### config.mk
export PLATFORM = sky130hd
export DESIGN_NAME = tsa_top
export DESIGN_NICKNAME = d
export VERILOG_FILES = /design/src/inc/tsa_pkg.sv /design/src/rtl/tsa_top.sv /design/src/rtl/tsa_pin_sync.sv /design/src/rtl/tsa_alert.sv
export VERILOG_INCLUDE_DIRS = /design/src /design/src/inc
export SDC_FILE = /design/constraint.sdc
export NUM_CORES = 1
export LEC_CHECK = 0
export ABC_AREA = 1
export BUFFER_PORTS_ARGS = -buffer_cell sky130_fd_sc_hd__buf_2
export CORE_ASPECT_RATIO = 0.6
export CORE_MARGIN = 2
export CORE_UTILIZATION = 40
export CTS_CLUSTER_DIAMETER = 200
export CTS_CLUSTER_SIZE = 14
export DETAILED_ROUTE_END_ITERATION = 10
export SLEW_MARGIN = 10
export SYNTH_ARGS = -nofsm -noshare
export SYNTH_HDL_FRONTEND = slang
export SYNTH_SLANG_ARGS = --single-unit
### constraint.sdc
create_clock -name ref_clk -period 2.5 [get_ports ref_clk]
set_clock_uncertainty 0.05 [all_clocks]
set_input_delay 0.25 -clock ref_clk [delete_from_list [all_inputs] [get_ports ref_clk]]
set_output_delay 0.25 -clock ref_clk [all_outputs]
set_load 0.01 [all_outputs]
### src/inc/tsa_consts.svh
/*
 * Constants of the temperature sensor register block: selector codes, reset
 * values, configuration bit positions, fault queue depths and timing.
 * Assumes it is included by bare name wherever these values are needed.
 */
// Function
// - Words hold left-aligned 12-bit signed values
// - One count equals one sixteenth degree
// - High byte first, then low byte
// - One-shot bit powers the sensor down
// - One-shot write runs exactly one conversion
// - Fault queue depth one, two, four, six
// - Alert only after consecutive faults
// - Selector low three bits choose register
// - Selector clears to temperature at reset
// - Temperature read-only, one-shot write-only, others read and write
// - Documented power-on register values
// - Normal mode converts periodically
// - Bit two sets alert polarity
// - Bit one selects comparator or interrupt
// - Shutdown bit stops periodic conversions
// - Fault when temperature reaches limit
// - Comparator clears below hysteresis
// - Interrupt clears after read and below hysteresis
// - Reads return stored value during conversion
`ifndef TSA_CONSTS_SVH
`define TSA_CONSTS_SVH

`define TSA_SEL_TEMP       3'h0
`define TSA_SEL_CFG        3'h1
`define TSA_SEL_HYST       3'h2
`define TSA_SEL_LIMIT      3'h3
`define TSA_SEL_ONESHOT    3'h4

`define TSA_SEL_RESET      8'h00
`define TSA_TEMP_RESET     16'h0000
`define TSA_CFG_RESET      8'h00
`define TSA_HYST_RESET     16'h4B00
`define TSA_LIMIT_RESET    16'h5000

`define TSA_CFG_SHUTDOWN   0
`define TSA_CFG_INTMODE    1
`define TSA_CFG_POLARITY   2
`define TSA_CFG_FQ_LO      3
`define TSA_CFG_FQ_HI      4
`define TSA_CFG_ONESHOT    5

`define TSA_FQ_DEPTH0      3'h1
`define TSA_FQ_DEPTH1      3'h2
`define TSA_FQ_DEPTH2      3'h4
`define TSA_FQ_DEPTH3      3'h6

`define TSA_LSB_PAD        4'h0
`define TSA_DEV_ADDR       7'h48
`define TSA_SYNC_W         2
`define TSA_CLK_HZ         10000000
`define TSA_CONV_PERIOD_MS 60

`endif

### src/inc/tsa_pkg.sv
/*
 * Types of the temperature sensor register block.
 * Assumes nothing beyond a SystemVerilog compiler.
 */
package tsa_pkg;
	typedef enum logic [2:0] {
		SER_IDLE,
		SER_ADDR,
		SER_ACK_ADDR,
		SER_WRITE,
		SER_ACK_WRITE,
		SER_READ,
		SER_READ_ACK
	} tsa_ser_state_t;
endpackage

### src/rtl/tsa_top.sv
/*
 * Temperature sensor register block: two-wire slave, pointer, configuration,
 * limits, result register and conversion scheduling.
 * Assumes an external converter that takes adcStart and answers with adcDone
 * and a 12-bit code, on the same clock; the bus pins come from outside.
 */
`timescale 1ns/1ps
`include "tsa_consts.svh"

module tsa_top #(
	parameter int unsigned CONV_CYCLES = `TSA_CONV_PERIOD_MS * (`TSA_CLK_HZ / 1000)
) (
	input  wire logic        ref_clk,       // Block clock, 10 MHz
	input  wire logic        nrst,          // Async reset, active low
	input  wire logic        sclPin,        // Bus clock pin level
	input  wire logic        sdaIn,         // Bus data pin level
	output logic             sdaOut,        // Bus data drive value
	output logic             sdaOe,         // Bus data pull-low enable
	output logic             tempAlertOut,  // Alert pin drive value
	output logic             tempAlertOe,   // Alert pin pull-low enable
	output logic             adcStart,      // Conversion start pulse
	output logic             sensorPowered, // Analog front end powered
	input  wire logic        adcDone,       // Conversion done pulse
	input  wire logic [11:0] adcCode        // Converted signed code
);
	localparam int CW = $clog2(CONV_CYCLES + 1);

	// ------------------------------------------------------------------
	// Pin sampling
	// ------------------------------------------------------------------
	logic [1:0] pinRaw;
	logic [1:0] pinClean;
	logic       sclNow;
	logic       sdaNow;
	logic       sclPrevReg;
	logic       sdaPrevReg;
	logic       sclRise;
	logic       sclFall;
	logic       startCond;
	logic       stopCond;

	assign pinRaw = {sclPin, sdaIn};

	tsa_pin_sync u_sync (
		.ref_clk (ref_clk),
		.nrst    (nrst),
		.pinIn   (pinRaw),
		.pinOut  (pinClean)
	);

	assign sclNow = pinClean[1];
	assign sdaNow = pinClean[0];

	always_ff @(posedge ref_clk or negedge nrst) begin
		if (!nrst) begin
			sclPrevReg <= 1'b1;
			sdaPrevReg <= 1'b1;
		end else begin
			sclPrevReg <= sclNow;
			sdaPrevReg <= sdaNow;
		end
	end

	assign sclRise = sclNow && !sclPrevReg;
	assign sclFall = !sclNow && sclPrevReg;
	assign startCond = sclNow && sclPrevReg && sdaPrevReg && !sdaNow;
	assign stopCond = sclNow && sclPrevReg && !sdaPrevReg && sdaNow;

	// ------------------------------------------------------------------
	// Serial slave
	// ------------------------------------------------------------------
	tsa_pkg::tsa_ser_state_t stateReg;
	logic [3:0]  bitCntReg;
	logic [7:0]  rxShiftReg;
	logic [7:0]  txShiftReg;
	logic        readReg;
	logic        ackedReg;
	logic        firstByteReg;
	logic        lowByteReg;
	logic [7:0]  holdHighReg;
	logic [15:0] readWordReg;
	logic        wrByteStrobe;
	logic        dataByteStrobe;
	logic        loadTx;
	logic [7:0]  readByte;
	logic [15:0] selWord;
	logic        selWide;

	always_ff @(posedge ref_clk or negedge nrst) begin
		if (!nrst) begin
			stateReg <= tsa_pkg::SER_IDLE;
			bitCntReg <= 4'h0;
			rxShiftReg <= 8'h00;
			readReg <= 1'b0;
			ackedReg <= 1'b0;
		end else if (startCond) begin
			stateReg <= tsa_pkg::SER_ADDR;
			bitCntReg <= 4'h0;
		end else if (stopCond) begin
			stateReg <= tsa_pkg::SER_IDLE;
		end else begin
			case (stateReg)
				tsa_pkg::SER_ADDR, tsa_pkg::SER_WRITE: begin
					if (sclRise && bitCntReg != 4'h8) begin
						rxShiftReg <= {rxShiftReg[6:0], sdaNow};
						bitCntReg <= bitCntReg + 4'h1;
					end
					if (sclFall && bitCntReg == 4'h8) begin
						if (stateReg == tsa_pkg::SER_WRITE) begin
							stateReg <= tsa_pkg::SER_ACK_WRITE;
						end else if (rxShiftReg[7:1] == `TSA_DEV_ADDR) begin
							stateReg <= tsa_pkg::SER_ACK_ADDR;
							readReg <= rxShiftReg[0];
						end else begin
							stateReg <= tsa_pkg::SER_IDLE;
						end
					end
				end
				tsa_pkg::SER_ACK_ADDR: begin
					if (sclFall) begin
						bitCntReg <= 4'h0;
						stateReg <= readReg ? tsa_pkg::SER_READ : tsa_pkg::SER_WRITE;
					end
				end
				tsa_pkg::SER_ACK_WRITE: begin
					if (sclFall) begin
						bitCntReg <= 4'h0;
						stateReg <= tsa_pkg::SER_WRITE;
					end
				end
				tsa_pkg::SER_READ: begin
					if (sclFall) begin
						if (bitCntReg == 4'h7) begin
							bitCntReg <= 4'h0;
							stateReg <= tsa_pkg::SER_READ_ACK;
						end else begin
							bitCntReg <= bitCntReg + 4'h1;
						end
					end
				end
				tsa_pkg::SER_READ_ACK: begin
					if (sclRise) begin
						ackedReg <= !sdaNow;
					end
					if (sclFall) begin
						stateReg <= ackedReg ? tsa_pkg::SER_READ : tsa_pkg::SER_IDLE;
					end
				end
				default: begin
					stateReg <= tsa_pkg::SER_IDLE;
				end
			endcase
		end
	end

	assign wrByteStrobe = sclFall && stateReg == tsa_pkg::SER_WRITE && bitCntReg == 4'h8;
	assign dataByteStrobe = wrByteStrobe && !firstByteReg;
	assign loadTx = sclFall && ((stateReg == tsa_pkg::SER_ACK_ADDR && readReg)
		|| (stateReg == tsa_pkg::SER_READ_ACK && ackedReg));

	// ------------------------------------------------------------------
	// Register selector and byte order
	// ------------------------------------------------------------------
	logic [7:0]  selReg;
	logic [7:0]  cfgReg;
	logic [15:0] hystReg;
	logic [15:0] limitReg;
	logic [15:0] tempResultReg;
	logic        oneShotReq;

	// The first byte of every write transfer lands in the selector.
	always_ff @(posedge ref_clk or negedge nrst) begin
		if (!nrst) begin
			selReg <= `TSA_SEL_RESET;
		end else if (wrByteStrobe && firstByteReg) begin
			selReg <= rxShiftReg;
		end
	end

	always_ff @(posedge ref_clk or negedge nrst) begin
		if (!nrst) begin
			firstByteReg <= 1'b1;
		end else if (startCond) begin
			firstByteReg <= 1'b1;
		end else if (wrByteStrobe) begin
			firstByteReg <= 1'b0;
		end
	end

	// Only the three low selector bits decode; codes five to seven hit nothing.
	always_comb begin
		selWord = 16'h0000;
		selWide = 1'b0;
		if (selReg[2:0] == `TSA_SEL_TEMP) begin
			selWord = tempResultReg;
			selWide = 1'b1;
		end else if (selReg[2:0] == `TSA_SEL_HYST) begin
			selWord = hystReg;
			selWide = 1'b1;
		end else if (selReg[2:0] == `TSA_SEL_LIMIT) begin
			selWord = limitReg;
			selWide = 1'b1;
		end else if (selReg[2:0] == `TSA_SEL_CFG) begin
			selWord = {cfgReg, cfgReg};
		end
	end

	// Wide registers give the high byte first, then the low byte.
	assign readByte = !selWide ? selWord[15:8]
		: (lowByteReg ? readWordReg[7:0] : selWord[15:8]);

	always_ff @(posedge ref_clk or negedge nrst) begin
		if (!nrst) begin
			lowByteReg <= 1'b0;
		end else if (startCond) begin
			lowByteReg <= 1'b0;
		end else if (loadTx && selWide) begin
			lowByteReg <= !lowByteReg;
		end else if (dataByteStrobe && (selReg[2:0] == `TSA_SEL_HYST
			|| selReg[2:0] == `TSA_SEL_LIMIT)) begin
			lowByteReg <= !lowByteReg;
		end
	end

	// The whole word is caught with its high byte so both halves match.
	always_ff @(posedge ref_clk or negedge nrst) begin
		if (!nrst) begin
			readWordReg <= 16'h0000;
		end else if (loadTx && !lowByteReg) begin
			readWordReg <= selWord;
		end
	end

	always_ff @(posedge ref_clk or negedge nrst) begin
		if (!nrst) begin
			txShiftReg <= 8'h00;
		end else if (loadTx) begin
			txShiftReg <= readByte;
		end else if (sclFall && stateReg == tsa_pkg::SER_READ) begin
			txShiftReg <= {txShiftReg[6:0], 1'b0};
		end
	end

	assign sdaOut = 1'b0;
	assign sdaOe = stateReg == tsa_pkg::SER_ACK_ADDR || stateReg == tsa_pkg::SER_ACK_WRITE
		|| (stateReg == tsa_pkg::SER_READ && !txShiftReg[7]);

	// ------------------------------------------------------------------
	// Writable registers
	// ------------------------------------------------------------------
	always_ff @(posedge ref_clk or negedge nrst) begin
		if (!nrst) begin
			cfgReg <= `TSA_CFG_RESET;
		end else if (dataByteStrobe && selReg[2:0] == `TSA_SEL_CFG) begin
			cfgReg <= rxShiftReg;
		end
	end

	always_ff @(posedge ref_clk or negedge nrst) begin
		if (!nrst) begin
			holdHighReg <= 8'h00;
		end else if (dataByteStrobe && !lowByteReg) begin
			holdHighReg <= rxShiftReg;
		end
	end

	// A limit changes only when its low byte arrives; the pad stays zero.
	always_ff @(posedge ref_clk or negedge nrst) begin
		if (!nrst) begin
			hystReg <= `TSA_HYST_RESET;
			limitReg <= `TSA_LIMIT_RESET;
		end else if (dataByteStrobe && lowByteReg) begin
			if (selReg[2:0] == `TSA_SEL_HYST) begin
				hystReg <= {holdHighReg, rxShiftReg[7:4], `TSA_LSB_PAD};
			end else if (selReg[2:0] == `TSA_SEL_LIMIT) begin
				limitReg <= {holdHighReg, rxShiftReg[7:4], `TSA_LSB_PAD};
			end
		end
	end

	// The one-shot byte itself is thrown away; only the write matters.
	assign oneShotReq = dataByteStrobe && selReg[2:0] == `TSA_SEL_ONESHOT;

	// ------------------------------------------------------------------
	// Conversion scheduling
	// ------------------------------------------------------------------
	logic          poweredDown;
	logic          convBusyReg;
	logic          adcStartReg;
	logic          resultValidReg;
	logic          periodHit;
	logic          startConv;
	logic [CW-1:0] periodCntReg;

	assign poweredDown = cfgReg[`TSA_CFG_SHUTDOWN] || cfgReg[`TSA_CFG_ONESHOT];
	assign periodHit = periodCntReg == CW'(CONV_CYCLES - 1);
	assign startConv = !convBusyReg
		&& ((!poweredDown && periodHit) || (poweredDown && oneShotReq));

	always_ff @(posedge ref_clk or negedge nrst) begin
		if (!nrst) begin
			periodCntReg <= '0;
		end else if (poweredDown || periodHit) begin
			periodCntReg <= '0;
		end else begin
			periodCntReg <= periodCntReg + CW'(1);
		end
	end

	// A conversion under way always completes, even if shutdown comes.
	always_ff @(posedge ref_clk or negedge nrst) begin
		if (!nrst) begin
			convBusyReg <= 1'b0;
			adcStartReg <= 1'b0;
		end else begin
			adcStartReg <= startConv;
			if (startConv) begin
				convBusyReg <= 1'b1;
			end else if (adcDone) begin
				convBusyReg <= 1'b0;
			end
		end
	end

	always_ff @(posedge ref_clk or negedge nrst) begin
		if (!nrst) begin
			tempResultReg <= `TSA_TEMP_RESET;
			resultValidReg <= 1'b0;
		end else begin
			resultValidReg <= adcDone && convBusyReg;
			if (adcDone && convBusyReg) begin
				tempResultReg <= {adcCode, `TSA_LSB_PAD};
			end
		end
	end

	always_ff @(posedge ref_clk or negedge nrst) begin
		if (!nrst) begin
			sensorPowered <= 1'b0;
		end else begin
			sensorPowered <= !poweredDown || startConv || convBusyReg;
		end
	end

	assign adcStart = adcStartReg;

	// ------------------------------------------------------------------
	// Alert output
	// ------------------------------------------------------------------
	tsa_alert u_alert (
		.ref_clk      (ref_clk),
		.nrst         (nrst),
		.resultValid  (resultValidReg),
		.result       (tempResultReg),
		.overLimit    (limitReg),
		.hystLimit    (hystReg),
		.faultSel     (cfgReg[`TSA_CFG_FQ_HI:`TSA_CFG_FQ_LO]),
		.intMode      (cfgReg[`TSA_CFG_INTMODE]),
		.polarityHigh (cfgReg[`TSA_CFG_POLARITY]),
		.regRead      (loadTx),
		.alertActive  (),
		.alertPullLow (tempAlertOe)
	);

	assign tempAlertOut = 1'b0;
endmodule

### src/rtl/tsa_pin_sync.sv
/*
 * Three-stage pin synchroniser with an agreement filter on the bus pins.
 * Assumes idle pins are high, as on a pulled-up two-wire bus.
 */
`timescale 1ns/1ps
`include "tsa_consts.svh"

module tsa_pin_sync (
	input  wire logic                   ref_clk,  // Block clock
	input  wire logic                   nrst,     // Async reset, active low
	input  wire logic [`TSA_SYNC_W-1:0] pinIn,    // Raw pin levels
	output logic      [`TSA_SYNC_W-1:0] pinOut    // Filtered levels
);
	genvar i;
	generate
		for (i = 0; i < `TSA_SYNC_W; i++) begin : g_bit
			logic s1Reg;
			logic s2Reg;
			logic s3Reg;
			// The output moves only when the last two stages agree.
			always_ff @(posedge ref_clk or negedge nrst) begin
				if (!nrst) begin
					s1Reg <= 1'b1;
					s2Reg <= 1'b1;
					s3Reg <= 1'b1;
					pinOut[i] <= 1'b1;
				end else begin
					s1Reg <= pinIn[i];
					s2Reg <= s1Reg;
					s3Reg <= s2Reg;
					if (s2Reg == s3Reg) begin
						pinOut[i] <= s3Reg;
					end
				end
			end
		end
	endgenerate
endmodule

### src/rtl/tsa_alert.sv
/*
 * Fault queue and alert pin logic of the temperature sensor.
 * Assumes resultValid pulses in the same cycle that each new conversion result first appears stored.
 */
`timescale 1ns/1ps
`include "tsa_consts.svh"

module tsa_alert (
	input  wire logic        ref_clk,      // Block clock
	input  wire logic        nrst,         // Async reset, active low
	input  wire logic        resultValid,  // New result pulse
	input  wire logic [15:0] result,       // Stored temperature word
	input  wire logic [15:0] overLimit,    // Over-temperature limit
	input  wire logic [15:0] hystLimit,    // Hysteresis limit
	input  wire logic [1:0]  faultSel,     // Fault queue depth select
	input  wire logic        intMode,      // Interrupt mode when set
	input  wire logic        polarityHigh, // Active-high alert when set
	input  wire logic        regRead,      // Register read pulse
	output logic             alertActive,  // Alert condition state
	output logic             alertPullLow  // Open-drain enable of alert pin
);
	logic [2:0] faultCntReg;
	logic       belowReg;
	logic       readSeenReg;
	logic [2:0] need;
	logic       fault;
	logic       below;
	logic       tripped;

	assign fault = $signed(result[15:4]) >= $signed(overLimit[15:4]);
	assign below = $signed(result[15:4]) < $signed(hystLimit[15:4]);

	always_comb begin
		case (faultSel)
			2'h0: need = `TSA_FQ_DEPTH0;
			2'h1: need = `TSA_FQ_DEPTH1;
			2'h2: need = `TSA_FQ_DEPTH2;
			default: need = `TSA_FQ_DEPTH3;
		endcase
	end

	assign tripped = resultValid && fault && (({1'b0, faultCntReg} + 4'h1) >= {1'b0, need});

	always_ff @(posedge ref_clk or negedge nrst) begin
		if (!nrst) begin
			faultCntReg <= 3'h0;
			belowReg <= 1'b0;
		end else if (resultValid) begin
			belowReg <= below;
			if (!fault) begin
				faultCntReg <= 3'h0;
			end else if (faultCntReg != `TSA_FQ_DEPTH3) begin
				faultCntReg <= faultCntReg + 3'h1;
			end
		end
	end

	// A read only counts once the alert is up; it wins over the clear.
	always_ff @(posedge ref_clk or negedge nrst) begin
		if (!nrst) begin
			readSeenReg <= 1'b0;
		end else if (regRead) begin
			readSeenReg <= 1'b1;
		end else if (!alertActive) begin
			readSeenReg <= 1'b0;
		end
	end

	always_ff @(posedge ref_clk or negedge nrst) begin
		if (!nrst) begin
			alertActive <= 1'b0;
		end else if (tripped) begin
			alertActive <= 1'b1;
		end else if (!intMode && resultValid && below) begin
			alertActive <= 1'b0;
		end else if (intMode && readSeenReg && belowReg) begin
			alertActive <= 1'b0;
		end
	end

	assign alertPullLow = alertActive ^ polarityHigh;
endmodule

# Yosys cells after proc, flatten, opt, wreduce, memory -nomap -nowiden
# Cells that the tools add are included.
dict set report classes {
  n_addsub 4
  order_cmp 3
  n_eq_ne 32
  n_mux 47
  n_bitwise 5
  reduce_logical 72
}
# cell count
set ops {}
lappend ops {{$mux W16} 4}
lappend ops {{$mux W3} 13}
lappend ops {{$logic_and A1 B1 Y1} 35}
lappend ops {{$mux W8} 4}
lappend ops {{$ne A4 B4 Y1 const B} 7}
lappend ops {{$mux W4} 6}
lappend ops {{$add A20 B1 Y20 const B} 1}
lappend ops {{$eq A20 B20 Y1 const B} 1}
lappend ops {{$mux W20} 1}
lappend ops {{$mux W1} 15}
lappend ops {{$pmux W3 S5} 1}
lappend ops {{$eq A3 B2 Y1 const B} 4}
lappend ops {{$eq A3 B3 Y1 const B} 4}
lappend ops {{$ge A12 B12 Y1} 1}
lappend ops {{$lt A12 B12 Y1} 1}
lappend ops {{$pmux W4 S3} 1}
lappend ops {{$reduce_and A6 Y1} 2}
lappend ops {{$logic_not A1 Y1} 10}
lappend ops {{$logic_or A1 B1 Y1} 9}
lappend ops {{$ne A3 B3 Y1 const B} 3}
lappend ops {{$pmux W3 S3} 1}
lappend ops {{$reduce_and A4 Y1} 2}
lappend ops {{$eq A7 B7 Y1 const B} 1}
lappend ops {{$eq A3 B1 Y1 const B} 2}
lappend ops {{other kinds (23)} 34}
dict set report totals {
  ff_bits 130
  inputBits 17
  output_inout_bits 6
  elab_cells 197
}

# Depth between registers and ports, before layout
dict set report logic_depth {
  ltp_word 11
  ltp_mapped 15
  mapped_depth_nobuf 15
}

# Modules after synthesis
# From an unflattened synthesis, not the netlist that was laid out.
dict set report hier_totals {
  cells_unflattened 909
  area_unflattened_um2 7019.2
}
# mod instances cells_each area_each_um2 seq_area_each_um2
set modules_own_cells {}
lappend modules_own_cells {tsa_top 1 734 5723.0 2914.0}
lappend modules_own_cells {tsa_alert 1 159 1053.5 150.1}
lappend modules_own_cells {tsa_pin_sync 1 16 242.7 210.2}

# Worst setup path after synthesis
# No wires, ideal clock.
dict set report synth_timing {
  kind {reg-to-reg}
  startpoint {register limitReg[14]}
  endpoint {register u_alert.faultCntReg[0]}
  setup_ns 0.117
  arrival_ns 1.596
  t_required_ns 2.333
  setup_slack_ns 0.737
  stages_incl_launch_ff 14
  n_path_buf 0
  synth_period_minus_slack_ns 1.763
  path_cell_list {dfstp_2 -> inv_1 -> ha_1 -> nand2_1 -> inv_1 -> nand2_1 -> nor2_1 -> nand2_1 -> nand4_1 -> nand3_1 -> nand2_1 -> nand2_1 -> nand2_1 -> nand2_1}
}
dict set report synth_via {
  elab_chain_len 3
  word_cells_on_any_way 4
  cone_classes {order compare: 1; eq/ne: 1; mux: 1; reduce/logical: 1}
}
# item line
set synth_rtl {}
lappend synth_rtl {{start: declaration} tsa_top.sv:167} ;# logic [15:0] limitReg;
lappend synth_rtl {{start signal: assignment} tsa_top.sv:271} ;# limitReg <= `TSA_LIMIT_RESET;
lappend synth_rtl {{start signal: assignment} tsa_top.sv:276} ;# limitReg <= {holdHighReg, rxShiftReg[7:4], `TSA_LSB_PAD};
lappend synth_rtl {{$ge A12 B12 Y1 *} tsa_alert.sv:30} ;# assign fault = $signed(result[15:4]) >= $signed(overLimit[15:4]);
lappend synth_rtl {{$ne A2 B2 Y1 (no line)} --}
lappend synth_rtl {{$reduce_and A2 Y1 (no line)} --}
lappend synth_rtl {{end signal: assignment} tsa_alert.sv:53} ;# faultCntReg <= faultCntReg + 3'h1;
lappend synth_rtl {{end: declaration} tsa_alert.sv:22} ;# logic [2:0] faultCntReg;
# Mark *: on every way between the ends. The rest lies on a longest branch, timed or not.
# A chain may end at the register's enable or synchronous reset.

# Worst setup path in the final report
dict set report layout_timing {
  startpoint {register sclPrevReg}
  endpoint {register limitReg[6]}
}
dict set report layout_via {
  elab_chain_len 6
}
# item line
set layout_rtl {}
lappend layout_rtl {{start: declaration} tsa_top.sv:35} ;# logic sclPrevReg;
lappend layout_rtl {{start signal: assignment} tsa_top.sv:59} ;# sclPrevReg <= sclNow;
lappend layout_rtl {{$logic_and A1 B1 Y1} tsa_top.sv:65} ;# assign sclFall = !sclNow && sclPrevReg;
lappend layout_rtl {{$logic_and A1 B1 Y1 (2 in a row)} tsa_top.sv:156} ;# assign wrByteStrobe = sclFall && stateReg == tsa_pkg::SER_WRITE && bitCntReg == 4'h8;
lappend layout_rtl {{$logic_and A1 B1 Y1} tsa_top.sv:157} ;# assign dataByteStrobe = wrByteStrobe && !firstByteReg;
lappend layout_rtl {{$logic_and A1 B1 Y1} tsa_top.sv:272} ;# end else if (dataByteStrobe && lowByteReg) begin
lappend layout_rtl {{$reduce_and A3 Y1 (no line)} --}
# Every way passes these cells.

==> qor.csv <==
stage;metric;value;unit
status;run_status;complete, no violations;
critical_path;worstPathRequired;2.74;ns
power;vdd_drop_max;0.402;mV
synth;yosysUniqueCellTypes;46;
power;switching_share;0.300;
critical_path;r2r_cells;9;
critical_path;crit_chain;inv_1 > nor2_2 > inv_2 > nor2_4 > nand2_4 > nor2_8 > nand3_4 > nand2_1 > o21ai_2;
clock_network;cts.sinks;130;
global_routing;grt_usage;0.198;
routing;wl;16600;um
place;place_hpwl;12100;um
power;comb_power_share;0.138;
sta;rsz0062_at_grt;false;
place;numPortBuffers;20;
power;clkPwrFrac;0.431;
synth;avgSynthCellArea;8.43;um2
critical_path;critPathMaxFanout;24;
synth;synth_seq_cells;130;
final_layout;area_growth;15.6;%
sta;fmax;476;MHz
global_routing;grt_pass1_vias;4875;
synth;synth-edff-count;0;
routing;drt_iter0_drc;467;
critical_path;crit_path_start;sclPrevReg;
power;seqPwrFrac;0.431;
routing;vias;5382;
power;powerDensity;707;nW/um2
synth;synth_area;6790;um2
critical_path;cp-end-kind;flip-flop;
place;pre_cts_ws;0.475;ns
place;place.gp.congestion;0.923;
critical_path;crit_arrival;2.34;ns
critical_path;r2r_start;sclPrevReg;
sta;setup_ws;0.398;ns
global_routing;grt_antenna_before_repair;0;
critical_path;cp_slowest_stage_delay;0.53;ns
synth;async_reset_ff_frac;1.00;
clock_network;clkTransAtPathRegs;0.06;ns
critical_path;endpoint;limitReg[6];
final_layout;drive_gt1_frac;0.145;
critical_path;startpoint_type;flip-flop;
sta;period_share;0.841;
routing;dr.pass1.iters;5;
sta;tns;0;ns
routing;drcViolationCount;0;
place;dp_cells;1048;
power;leakagePower;3.81;nW
power;p_int;3.88;mW
die;initial_core_util;0.414;
critical_path;r2r_slack;0.40;ns
clock_network;cts_setup_buffers;0;
sta;slew_viol_final;0;
die;die_y;105;um
global_routing;grt.overflow.total;0;
clock_network;root_buffer;clkbuf_16;
clock_network;htree_levels;4;
routing;ant_nets;0;
final_layout;final_cells;1094;
clock_network;clk_path_buf_depth;2;
hold_path;hold_class;input pin to flip-flop;
clock_network;cts_tree;yes;
global_routing;grt_pass1_wl;27100;um
die;row_count;36;
synth;synth_flop_cell;dfrtp_1;
final_layout;nets;901;
sta;hold_viol;0;
sta;setup_viol;0;
critical_path;slowest_stage;dfstp_2;
run;drv_cap;0;
synth;netlist_instances;805;
routing;routedWlPerCell;15.1;um
power;netSwitchingPower;1.66;mW
sta;min_period;2.10;ns
final_layout;diodes;0;
synth;seq_area_frac_synth;0.482;
critical_path;critPathKind;flip-flop to flip-flop;
routing;viasPerCell;4.92;
clock_network;cts_buffers;17;
die;pin_count;23;
clock_network;clock_latency;0.42;ns
die;die_area;18100;um2
critical_path;timing.rr.end;limitReg[6];
synth;yosysWarnings;0;
global_routing;grt_max_degree;49;
sta;hold_slack;0.000492;ns
die;core-area;16400;um2
die;dieWidth;172;um
-- power by group through the flow --
| stage | Clock (mW) | Combinational (mW) | Sequential [mW] |
|---|---|---|---|
| after floorplan | 0 | 0.529 | 2.39 |
| after global placement | 0 | 0.744 | 2.43 |
| after detailed placement | 0 | 0.746 | 2.43 |
| after CTS | 2.42 | 0.767 | 2.39 |
| after global routing | 2.53 | 0.897 | 2.41 |
| final | 2.39 | 0.765 | 2.39 |
-- sequential cells by signal, indices dropped and copies added, names as in the netlist, 2 cells and up --
register and count:
periodCntReg 20, hystReg 12, limitReg 12, tempResultReg 12, cfgReg 8, holdHighReg 8
readWordReg 8, rxShiftReg 8, txShiftReg 8, bitCntReg 4, selReg 3, stateReg 3
u_alert.faultCntReg 3, u_sync.g_bit.s1Reg 2, u_sync.g_bit.s2Reg 2, u_sync.g_bit.s3Reg 2, u_sync.pinOut 2
-- worst min-delay path by stage --
stage          startpoint          endpoint  slack [ns]  depth (start not counted)
2_1_floorplan        nrst          ackedReg        -0.1                          0
3_3_place_gp         nrst       stateReg[0]        0.16                          1
3_5_place_dp         nrst       stateReg[0]        0.16                          1
4_1_cts        adcCode[2]  tempResultReg[6]       0.001                          3
5_1_grt        adcCode[2]  tempResultReg[6]       0.003                          3
6_report       adcCode[2]  tempResultReg[6]      0.0005                          3
-- cell usage in the layout, fill, tap and decap left out, types with 3 or more instances in the layout --
master and count:
nand2_1 222, dfrtp_1 113, inv_1 109, nor2_1 53, a21oi_1 50, o21ai_0 42, ha_1 31, nand3_1 28
o21ai_2 25, buf_2 19, clkbuf_16 17, dfstp_2 17, o21ai_1 16, dlygate4sd3_1 14, nand4_1 13, nor3_1 9
buf_4 8, o2111ai_1 6, inv_2 5, xnor2_1 5, nor2_4 3, nor4_1 3, nand2_4 3, a31oi_1 3
nor3b_1 3, clkinv_4 3, clkinv_2 3, clkinvlp_4 3, inv_6 3
-- Yosys cell counts, types with 3 or more instances --
cell       number  share of area
buf_4           3         0.0033
nor2_4          3         0.0050
ha_1           31          0.057
inv_1         109          0.060
o21ai_0        42          0.031
nand4_1        13          0.012
a21oi_1        50          0.037
dfrtp_1       113           0.42
o2111ai_1       6         0.0077
nand2_1       222           0.12
nor3b_1         3         0.0033
a31oi_1         3         0.0028
o21ai_2        25          0.032
inv_2           5         0.0028
nor4_1          3         0.0028
dfstp_2        17          0.066
clkbuf_1        3         0.0017
buf_6           6          0.010
nand2_4         3         0.0050
nor3_1          9         0.0066
nor2_1         53          0.029
nand3_1        28          0.021
o21ai_1        16          0.012
buf_2           3         0.0022
xnor2_1         5         0.0065
-- kinds of logic after synthesis --
family | count (synthesis) | synth area share
other cells | 1 | 0.000552
fa+ha+maj | 33 | 0.0601
flops | 130 | 0.482
xor+xnor | 7 | 0.00903
buf+inv | 129 | 0.0802
mux | 1 | 0.00147
compound gates | 152 | 0.133
simple gates | 352 | 0.233
-- what timing repair did --
action                    in CTS  in global routing
hold endpoints to repair      44                  0
resized for setup              0                  0
hold buffers                  14                  0
-- worst max-delay path: cells and delay by family (launching register included) --
family,cells,cell delay [ns]
and+or+nand+nor,6,1.14
buffers and inverters,2,0.17
DFF,1,0.53
AOI/OAI and AO/OA,1,0.08
-- metrics by stage --
step / power, mW / util / instance area [um2]
2_1_floorplan: 2.92 / - / 6790
3_3_place_gp: 3.17 / 0.436 / 7150
5_1_grt: 5.84 / 0.479 / 7850
6_report: 5.55 / 0.479 / 7850
3_5_place_dp: 3.17 / 0.436 / 7150
4_1_cts: 5.58 / 0.479 / 7850
-- final cells by class --
cell class                 instances  area [um2]
multi-input combinational        547        2970
clock buffer                      18         429
timing repair buffer              43         327
sequential                       130        3270
clock inverter                    14         131
tap                              228         285
fill                            1633        8550
inverter                         114         428
-- routing by layer --
layer  track usage  part of all wire  wire length, um
met5             0                 0                0
met2         0.227              0.34             5710
met3        0.0564             0.077             1270
met1         0.342              0.57             9440
met4        0.0432            0.0088              145
Note: power is estimated with default switching activity, not from simulation.
